<file path="config.mk">
export PLATFORM = sky130hd
export DESIGN_NAME = dmc_mode_control
export DESIGN_NICKNAME = d
export VERILOG_FILES = /design/src/dmc_pkg.sv /design/src/dmc_one_way_tx.sv /design/src/dmc_mode_control.sv
export SDC_FILE = /design/constraint.sdc
export NUM_CORES = 1
export LEC_CHECK = 0
export BUFFER_PORTS_ARGS = -buffer_cell sky130_fd_sc_hd__clkbuf_2
export CAP_MARGIN = 30
export CORE_MARGIN = 10
export CORE_UTILIZATION = 60
export DETAILED_ROUTE_END_ITERATION = 8
export HOLD_SLACK_MARGIN = 0.15
export PLACE_DENSITY = 0.95
export SLEW_MARGIN = 40
export SYNTH_ARGS = -nofsm -noshare
export SYNTH_HDL_FRONTEND = slang
export SYNTH_SLANG_ARGS = --single-unit
</file>
<file path="constraint.sdc">
create_clock -name ref_clk_in -period 3.02 [get_ports ref_clk_in]
set_input_delay 0.906 -clock ref_clk_in [delete_from_list [all_inputs] [get_ports ref_clk_in]]
set_output_delay 0.906 -clock ref_clk_in [all_outputs]
set_load 0.005 [all_outputs]
</file>
<file path="src/dmc_pkg.sv">
// constants shared by the display channel mode control block
package dmc_pkg;

    // register bus geometry
    localparam int DATA_W = 8;
    localparam int ADDR_W = 4;

    // register offsets
    localparam logic [3:0] OFS_MODE_CONTROL = 4'h0;
    localparam logic [3:0] OFS_BUFFER_POINTER = 4'h1;
    localparam logic [3:0] OFS_TRANSMIT_HOLD = 4'h2;
    localparam logic [3:0] OFS_BUFFER_DATA_PORT = 4'h3;
    localparam logic [3:0] OFS_IRQ_STATUS = 4'h4;
    localparam logic [3:0] OFS_IRQ_MASK = 4'h5;

    // ddc_mode_control field positions
    localparam int BIT_BUFFER_SIZE_SELECT = 6;
    localparam int BIT_SOFTWARE_HANDLING_SELECT = 5;
    localparam int BIT_RELOAD_REQUEST_FLAG = 3;
    localparam int BIT_ONE_WAY_ENABLE = 2;
    localparam int BIT_MODE_SWITCH_FLAG = 1;
    localparam int BIT_MODE_INDICATOR = 0;
    // writable bits; bits 7 and 4 stay zero
    localparam logic [7:0] MODE_CONTROL_WMASK = 8'h6f;

    // irq status and mask field positions
    localparam int IRQ_BIT_RELOAD = 0;
    localparam int IRQ_BIT_SWITCH = 1;
    localparam logic [7:0] IRQ_WMASK = 8'h03;

    // reset values
    localparam logic [7:0] MODE_CONTROL_RESET = 8'h00;
    localparam logic [7:0] BUFFER_POINTER_RESET = 8'h00;
    localparam logic [7:0] TRANSMIT_HOLD_RESET = 8'h00;
    localparam logic [7:0] IRQ_STATUS_RESET = 8'h00;
    localparam logic [7:0] IRQ_MASK_RESET = 8'h00;

    // upper limit of the small identification area
    localparam logic [7:0] SMALL_AREA_LIMIT = 8'h7f;

    // interrupt vector shared by both flags
    localparam logic [15:0] IRQ_VECTOR = 16'h002b;

    // one-way link timing, counted in link clock rising edges
    localparam logic [3:0] SYNC_EDGES = 4'h9;
    localparam logic [3:0] LAST_DATA_BIT = 4'h7;
    localparam logic [3:0] NINTH_BIT = 4'h8;

    typedef enum logic [0:0] {
        DMC_SYNC,
        DMC_SEND
    } dmc_tx_state_t;

endpackage

</file>
<file path="src/dmc_one_way_tx.sv">
// one-way transmitter clocked by edges of the sampled link clock
`timescale 1ns/1ns
`default_nettype none

module dmc_one_way_tx (
    input wire logic ref_clk_in,
    input wire logic rstn_in,
    input wire logic run_in,
    input wire logic one_way_link_clock_in,
    input wire logic [7:0] hold_in,
    output logic reload_req_out,
    output logic data_pin_out,
    output logic data_pin_oe_out
);

    ////////////////////////////////////////////////////////////////
    // link clock synchroniser and rising edge detect
    logic link_meta;
    logic link_sync;
    logic link_prev;
    logic link_rise;

    always_ff @(posedge ref_clk_in or negedge rstn_in) begin
        if (!rstn_in) begin
            link_meta <= 1'b0;
            link_sync <= 1'b0;
            link_prev <= 1'b0;
        end else begin
            link_meta <= one_way_link_clock_in;
            link_sync <= link_meta;
            link_prev <= link_sync;
        end
    end

    assign link_rise = link_sync & ~link_prev;

    ////////////////////////////////////////////////////////////////
    // byte sequencer
    dmc_pkg::dmc_tx_state_t state;
    dmc_pkg::dmc_tx_state_t next_state;
    logic [3:0] count;
    logic [3:0] next_count;
    logic [7:0] shift;
    logic [7:0] next_shift;
    logic data;
    logic next_data;
    logic oe;
    logic next_oe;
    logic req;
    logic next_req;

    always_comb begin
        next_state = state;
        next_count = count;
        next_shift = shift;
        next_data = data;
        next_oe = oe;
        next_req = 1'b0;
        if (!run_in) begin
            // link clock activity is ignored while stopped
            next_state = dmc_pkg::DMC_SYNC;
            next_count = 4'h0;
            next_oe = 1'b0;
            next_data = 1'b0;
        end else if (link_rise) begin
            case (state)
                dmc_pkg::DMC_SYNC: begin
                    next_oe = 1'b0;
                    if (count == dmc_pkg::SYNC_EDGES - 4'h1) begin
                        // ask for the first byte before the 10th edge
                        next_req = 1'b1;
                        next_state = dmc_pkg::DMC_SEND;
                        next_count = dmc_pkg::NINTH_BIT;
                    end else begin
                        next_count = count + 4'h1;
                    end
                end
                dmc_pkg::DMC_SEND: begin
                    if (count == dmc_pkg::NINTH_BIT) begin
                        // msb of the fresh byte goes out first
                        next_data = hold_in[7];
                        next_shift = {hold_in[6:0], 1'b0};
                        next_oe = 1'b1;
                        next_count = 4'h0;
                    end else if (count == dmc_pkg::LAST_DATA_BIT) begin
                        // 9th bit: pin released, hold register reload requested
                        next_oe = 1'b0;
                        next_req = 1'b1;
                        next_count = dmc_pkg::NINTH_BIT;
                    end else begin
                        next_data = shift[7];
                        next_shift = {shift[6:0], 1'b0};
                        next_count = count + 4'h1;
                    end
                end
                default: begin
                    next_state = dmc_pkg::DMC_SYNC;
                    next_count = 4'h0;
                end
            endcase
        end
    end

    always_ff @(posedge ref_clk_in or negedge rstn_in) begin
        if (!rstn_in) begin
            state <= dmc_pkg::DMC_SYNC;
            count <= 4'h0;
            shift <= 8'h00;
            data <= 1'b0;
            oe <= 1'b0;
            req <= 1'b0;
        end else begin
            state <= next_state;
            count <= next_count;
            shift <= next_shift;
            data <= next_data;
            oe <= next_oe;
            req <= next_req;
        end
    end

    assign reload_req_out = req;
    assign data_pin_out = data;
    assign data_pin_oe_out = oe;

endmodule

`default_nettype wire

</file>
<file path="src/dmc_mode_control.sv">
// display channel mode control registers, pointer, reload path and mode switch
`timescale 1ns/1ns
`default_nettype none

module dmc_mode_control (
    input wire logic ref_clk_in,
    input wire logic rstn_in,
    input wire logic [3:0] reg_addr_in,
    input wire logic [7:0] reg_wdata_in,
    input wire logic reg_wr_in,
    input wire logic reg_rd_in,
    output logic [7:0] reg_rdata_out,
    input wire logic one_way_link_clock_in,
    input wire logic two_wire_clock_pin_in,
    output logic data_pin_out,
    output logic data_pin_oe_out,
    output logic [7:0] ram_raddr_out,
    input wire logic [7:0] ram_rdata_in,
    output logic [7:0] ram_waddr_out,
    output logic [7:0] ram_wdata_out,
    output logic ram_we_out,
    output logic irq_out
);

    ////////////////////////////////////////////////////////////////
    // pointer post increment with wrap inside the selected area
    function automatic logic [7:0] dmc_next_pointer(input logic [7:0] ptr, input logic full_size);
        logic [7:0] result;
        result = ptr + 8'h01;
        if (!full_size) begin
            // small area: locations above 127 stay free for the system
            result = (ptr[6:0] == dmc_pkg::SMALL_AREA_LIMIT[6:0]) ? 8'h00 : {1'b0, result[6:0]};
        end
        // in the full area the 8-bit sum wraps 255 to 0 by itself
        return result;
    endfunction

    ////////////////////////////////////////////////////////////////
    // two-wire clock synchroniser
    logic scl_meta;
    logic scl_sync;
    logic scl_prev;
    logic scl_fall;

    always_ff @(posedge ref_clk_in or negedge rstn_in) begin
        if (!rstn_in) begin
            scl_meta <= 1'b1;
            scl_sync <= 1'b1;
            scl_prev <= 1'b1;
        end else begin
            scl_meta <= two_wire_clock_pin_in;
            scl_sync <= scl_meta;
            scl_prev <= scl_sync;
        end
    end

    // seen after the second flop so the mode bit moves on the third edge
    assign scl_fall = ~scl_sync & scl_prev;

    ////////////////////////////////////////////////////////////////
    // register file and buffer access
    logic [7:0] mode_control;
    logic [7:0] next_mode_control;
    logic [7:0] buffer_pointer;
    logic [7:0] next_buffer_pointer;
    logic [7:0] transmit_hold;
    logic [7:0] next_transmit_hold;
    logic [7:0] irq_status;
    logic [7:0] next_irq_status;
    logic [7:0] irq_mask;
    logic [7:0] next_irq_mask;
    logic [7:0] rdata;
    logic [7:0] next_rdata;
    logic hw_reload_pending;
    logic next_hw_reload_pending;
    logic [7:0] waddr;
    logic [7:0] next_waddr;
    logic [7:0] wdata;
    logic [7:0] next_wdata;
    logic we;
    logic next_we;

    logic tx_reload_req;
    logic tx_run;
    logic wr_mode;
    logic wr_pointer;
    logic wr_hold;
    logic wr_port;
    logic rd_port;
    logic rd_status;
    logic port_access;
    logic sw_select;
    logic full_size;
    logic reload_event;
    logic switch_event;

    assign sw_select = mode_control[dmc_pkg::BIT_SOFTWARE_HANDLING_SELECT];
    assign full_size = mode_control[dmc_pkg::BIT_BUFFER_SIZE_SELECT];
    // two-wire mode stops the one-way transmitter as well
    assign tx_run = mode_control[dmc_pkg::BIT_ONE_WAY_ENABLE] & ~mode_control[dmc_pkg::BIT_MODE_INDICATOR];

    assign wr_mode = reg_wr_in && (reg_addr_in == dmc_pkg::OFS_MODE_CONTROL);
    assign wr_pointer = reg_wr_in && (reg_addr_in == dmc_pkg::OFS_BUFFER_POINTER);
    assign wr_hold = reg_wr_in && (reg_addr_in == dmc_pkg::OFS_TRANSMIT_HOLD);
    assign wr_port = reg_wr_in && (reg_addr_in == dmc_pkg::OFS_BUFFER_DATA_PORT);
    assign rd_port = reg_rd_in && (reg_addr_in == dmc_pkg::OFS_BUFFER_DATA_PORT);
    assign rd_status = reg_rd_in && (reg_addr_in == dmc_pkg::OFS_IRQ_STATUS);
    assign port_access = wr_port | rd_port;

    assign reload_event = tx_reload_req & sw_select;
    // only a switch out of one-way mode counts, not ongoing two-wire traffic
    assign switch_event = scl_fall & ~mode_control[dmc_pkg::BIT_MODE_INDICATOR];

    always_comb begin
        next_mode_control = mode_control;
        next_buffer_pointer = buffer_pointer;
        next_transmit_hold = transmit_hold;
        next_irq_status = irq_status;
        next_irq_mask = irq_mask;
        next_rdata = 8'h00;
        next_hw_reload_pending = hw_reload_pending;
        next_waddr = waddr;
        next_wdata = wdata;
        next_we = 1'b0;

        // software writes; flags are cleared by writing zero
        if (wr_mode) begin
            next_mode_control = reg_wdata_in & dmc_pkg::MODE_CONTROL_WMASK;
        end
        if (wr_hold) begin
            next_transmit_hold = reg_wdata_in;
        end
        if (reg_wr_in && (reg_addr_in == dmc_pkg::OFS_IRQ_MASK)) begin
            next_irq_mask = reg_wdata_in & dmc_pkg::IRQ_WMASK;
        end

        // buffer data port: every access moves the pointer on
        if (wr_pointer) begin
            next_buffer_pointer = reg_wdata_in;
        end else if (port_access) begin
            next_buffer_pointer = dmc_next_pointer(buffer_pointer, full_size);
        end
        if (wr_port) begin
            next_waddr = buffer_pointer;
            next_wdata = reg_wdata_in;
            next_we = 1'b1;
        end

        // hardware reload lands two cycles after the request, and waits while software accesses the port or writes the pointer
        if (tx_reload_req && !sw_select) begin
            next_hw_reload_pending = 1'b1;
        end
        if (hw_reload_pending && !port_access && !wr_pointer) begin
            next_transmit_hold = ram_rdata_in;
            next_buffer_pointer = dmc_next_pointer(buffer_pointer, full_size);
            next_hw_reload_pending = 1'b0;
        end
        if (!tx_run) begin
            next_hw_reload_pending = 1'b0;
        end

        // hardware sets win over software clears in the same cycle
        if (reload_event) begin
            next_mode_control[dmc_pkg::BIT_RELOAD_REQUEST_FLAG] = 1'b1;
        end
        if (switch_event) begin
            next_mode_control[dmc_pkg::BIT_MODE_SWITCH_FLAG] = 1'b1;
            next_mode_control[dmc_pkg::BIT_MODE_INDICATOR] = 1'b1;
        end

        // read data for the cycle after the strobe
        if (reg_rd_in) begin
            case (reg_addr_in)
                dmc_pkg::OFS_MODE_CONTROL: next_rdata = mode_control;
                dmc_pkg::OFS_BUFFER_POINTER: next_rdata = buffer_pointer;
                dmc_pkg::OFS_TRANSMIT_HOLD: next_rdata = transmit_hold;
                dmc_pkg::OFS_BUFFER_DATA_PORT: next_rdata = ram_rdata_in;
                dmc_pkg::OFS_IRQ_STATUS: next_rdata = irq_status;
                dmc_pkg::OFS_IRQ_MASK: next_rdata = irq_mask;
                default: next_rdata = 8'h00;
            endcase
        end

        // sticky status cleared by its read; a new event still lands
        if (rd_status) begin
            next_irq_status = 8'h00;
        end
        if (reload_event) begin
            next_irq_status[dmc_pkg::IRQ_BIT_RELOAD] = 1'b1;
        end
        if (switch_event) begin
            next_irq_status[dmc_pkg::IRQ_BIT_SWITCH] = 1'b1;
        end
    end

    always_ff @(posedge ref_clk_in or negedge rstn_in) begin
        if (!rstn_in) begin
            mode_control <= dmc_pkg::MODE_CONTROL_RESET;
            buffer_pointer <= dmc_pkg::BUFFER_POINTER_RESET;
            transmit_hold <= dmc_pkg::TRANSMIT_HOLD_RESET;
            irq_status <= dmc_pkg::IRQ_STATUS_RESET;
            irq_mask <= dmc_pkg::IRQ_MASK_RESET;
            rdata <= 8'h00;
            hw_reload_pending <= 1'b0;
            waddr <= 8'h00;
            wdata <= 8'h00;
            we <= 1'b0;
        end else begin
            mode_control <= next_mode_control;
            buffer_pointer <= next_buffer_pointer;
            transmit_hold <= next_transmit_hold;
            irq_status <= next_irq_status;
            irq_mask <= next_irq_mask;
            rdata <= next_rdata;
            hw_reload_pending <= next_hw_reload_pending;
            waddr <= next_waddr;
            wdata <= next_wdata;
            we <= next_we;
        end
    end

    ////////////////////////////////////////////////////////////////
    // one-way transmitter
    dmc_one_way_tx u_tx (
        .ref_clk_in(ref_clk_in),
        .rstn_in(rstn_in),
        .run_in(tx_run),
        .one_way_link_clock_in(one_way_link_clock_in),
        .hold_in(transmit_hold),
        .reload_req_out(tx_reload_req),
        .data_pin_out(data_pin_out),
        .data_pin_oe_out(data_pin_oe_out)
    );

    ////////////////////////////////////////////////////////////////
    // outputs
    assign reg_rdata_out = rdata;
    // the buffer is read combinationally at the pointer address
    assign ram_raddr_out = buffer_pointer;
    assign ram_waddr_out = waddr;
    assign ram_wdata_out = wdata;
    assign ram_we_out = we;
    // the cpu reaches this line through the shared vector dmc_pkg::IRQ_VECTOR
    assign irq_out = |(irq_status & irq_mask);

endmodule

`default_nettype wire

</file>
==> impl_metrics.toml <==
[run_status]
status = "finished clean"

[clock_network]
clk_pin_slew_ns = 0.07
htree_levels = 3
cts_buffer_depth = 2
post_cts_buffers = 0
cts_root_buf = "clkbuf_8"
cts_tree = "built"
cts_made_buffers = 9
ctsHoldBuffers = 0
cts_resized = 0
clock_sinks = 73
clkLatencyLatePin_ns = 0.35

[grt]
grt_pass1_vias = 2681
use_met2_pct = 31.0
antenna_found_initial = 0
grt_usage_pct = 19.3
gr-usage-met1_pct = 23.5
grt-ovfl-total = 0
grt_pass1_wl_microns = 13700
use_met3_pct = 6.09
grt-busiest-layer = "met2"
grt_max_degree = 45

[timing]
finalCritPeriodShare_pct = 77.4
fmax_mhz = 428
min_period_ns = 2.34
tightest_slew_ns = 0.714
slew_headroom_pct = 52.4
rsz0062_at_grt = "no"
postLayoutSetupSlackWorst_ns = 0.683
fin_skew_ns = 0.0102
final_hold_viol_count = 0
holdWs_ns = 0.364
setup_tns_ns = 0
finalSetupViolations = 0
slew_viol_final = 0

[floorplan]
core_sq_mm = 0.00561
die_y_microns = 96.5
rows = 27
initial_core_util_pct = 62.6
die_area_sq_mm = 0.00931
die_x_microns = 96.5
ios = 62

[worst_setup_path]
r2r-end = "u_tx.data_pin_out"
startpoint_type = "input pin"
critPathCapture = "transmit_hold[5]"
cp_max_fo = 16
critical_path_required_ns = 3.29
r2r_cells = 6
arrival_ns = 2.61
reg2reg_from = "u_tx.count[0]"
crit_start = "reg_addr_in[0]"
end_kind = "flip-flop"
crit_type = "in2reg"
reg2reg_setup_slack_ns = 1.13

[placement]
pre_cts_ws_ns = 0.398
hpwl_microns = 6460
portBuffers = 61
place_congestion = 0.899

[yosys]
synth_edf_count = 0
syn_nets = 332
avgSynthCellArea_sq_um = 11.6
syn_area_sq_mm = 0.00351
async_flop_share_pct = 100
synthCells = 303
yosysWarnings = 0
yosys.cell_types.count = 49
yosys_register_bits = 73
yosys_most_used_dff = "dfrtp_1"
yosysSeqAreaShare_pct = 52.1

[drt]
avgRoutedWirePerCell_microns = 20.2
drc_errors = 0
viasPerCell = 6.13
vias = 2693
first_pass_iters = 6
drt_iter0_markers = 197
drtAntennaViolNets = 0
drt-total-wl_microns = 8880

[pwr]
peakVddDrop_mv = 0.393
power.leakage_nw = 1.94
power.density_mw_per_mm2 = 677
totalPowerFinal_w = 0.00274

[final_layout]
diodes = 0
layout-drive-gt1-share_pct = 33.2
area_growth_pct = 15.3
utilization_pct = 72.2
nets = 392
layout.cells.most_common = "dfrtp_1"
layout_common_cells = "70 x dfrtp_1, 60 x clkbuf_2, 34 x nand2_1"

[worst_hold_path]
min_path_type = "reg2reg"

[job]
maxCapViolCount = 0
area by class of cell:
cell class	instances	area, sq um
flip-flops and latches	73	1830
multi-input cells	210	1580
fillers	381	1560
repair buffers	63	333
clock buffers	12	155
well taps	72	90.1
clock inverters	3	40.0
inverters	6	22.5
registers in the layout, indices dropped and copies added (netlist names):
register              cells
ram_raddr_out             8
u_tx.data_pin_oe_out      1
ram_waddr_out             8
u_tx.link_prev            1
transmit_hold             8
hw_reload_pending         1
u_tx.shift                7
u_tx.link_sync            1
u_tx.reload_req_out       1
reg_rdata_out             8
scl_meta                  1
irq_mask                  2
mode_control              6
u_tx.data_pin_out         1
ram_wdata_out             8
scl_sync                  1
ram_we_out                1
irq_status                2
u_tx.state                1
u_tx.link_meta            1
scl_prev                  1
u_tx.count                4
cells by family (layout without fill, tap and decap cells):
kind of cell	count (synthesis)	after routing	synth area share (%)
flip-flops	73	73	52.1
buffers and inverters	20	84	3.06
AO/OA/AOI/OAI	56	56	10.6
AND/OR/NAND/NOR	101	101	15.2
multiplexers	50	50	18.0
adder cells (fa/ha/maj)	3	3	1.07
synthesized netlist by cell type, types with 2 or more instances:
cell type,n,share of area [%]
mux2i_1,21,6.0
buf_6,3,0.96
nand3b_1,3,0.64
nand2_1,34,3.6
mux2_2,17,5.5
inv_1,6,0.64
dfstp_2,3,2.2
o221ai_1,2,0.50
ha_1,3,1.1
clkbuf_1,5,0.53
a22oi_1,5,1.1
nand4b_1,7,1.7
o22a_1,2,0.50
nand3_1,12,1.7
nand2b_1,3,0.53
dfrtp_1,70,50
a21o_1,2,0.43
a21oi_2,8,2.0
nor2b_1,6,1.1
a21oi_1,15,2.1
nor2_1,23,2.5
o21ai_0,13,1.9
mux4_2,5,3.2
buf_2,4,0.57
and3b_1,2,0.50
mux2_4,6,2.6
worst min path at each step:
stage | end | start | slack (ns) | cells past startpoint
finish | scl_sync | scl_meta | 0.36 | 0
floorplan | u_tx.link_sync | u_tx.link_meta | 0.33 | 0
global placement | u_tx.link_sync | u_tx.link_meta | 0.34 | 0
CTS | scl_sync | scl_meta | 0.36 | 0
global route | scl_sync | scl_meta | 0.37 | 0
detailed placement | u_tx.link_sync | u_tx.link_meta | 0.35 | 0
metrics by stage:
| step | cells | cell area, sq um |
|---|---|---|
| after detailed placement | 424 | 3850 |
| final | 439 | 4050 |
| after global placement | 424 | 3850 |
| after floorplan | 303 | 3510 |
| after global routing | 439 | 4050 |
| after CTS | 439 | 4050 |
per-layer routing:
layer	up-vias	part of all wire [%]
met5	-	0
met4	0	2.5
met3	21	11
met2	150	50
met1	1317	37
li1	1205	-
worst max-delay path, cell delays in order:
cell      delay (ns)
clkbuf_2        0.33
nor3b_1         0.50
a21bo_1         0.58
nor2_1          0.14
a21oi_2         0.15
where the power goes:
group          leakage (nW)  internal, W  switching, W
logic                 0.938     0.000332      0.000307
clock network         0.102     0.000420      0.000349
registers             0.901      0.00115      0.000179
total                  1.94      0.00191      0.000835
(Power assumes the default switching activity.)
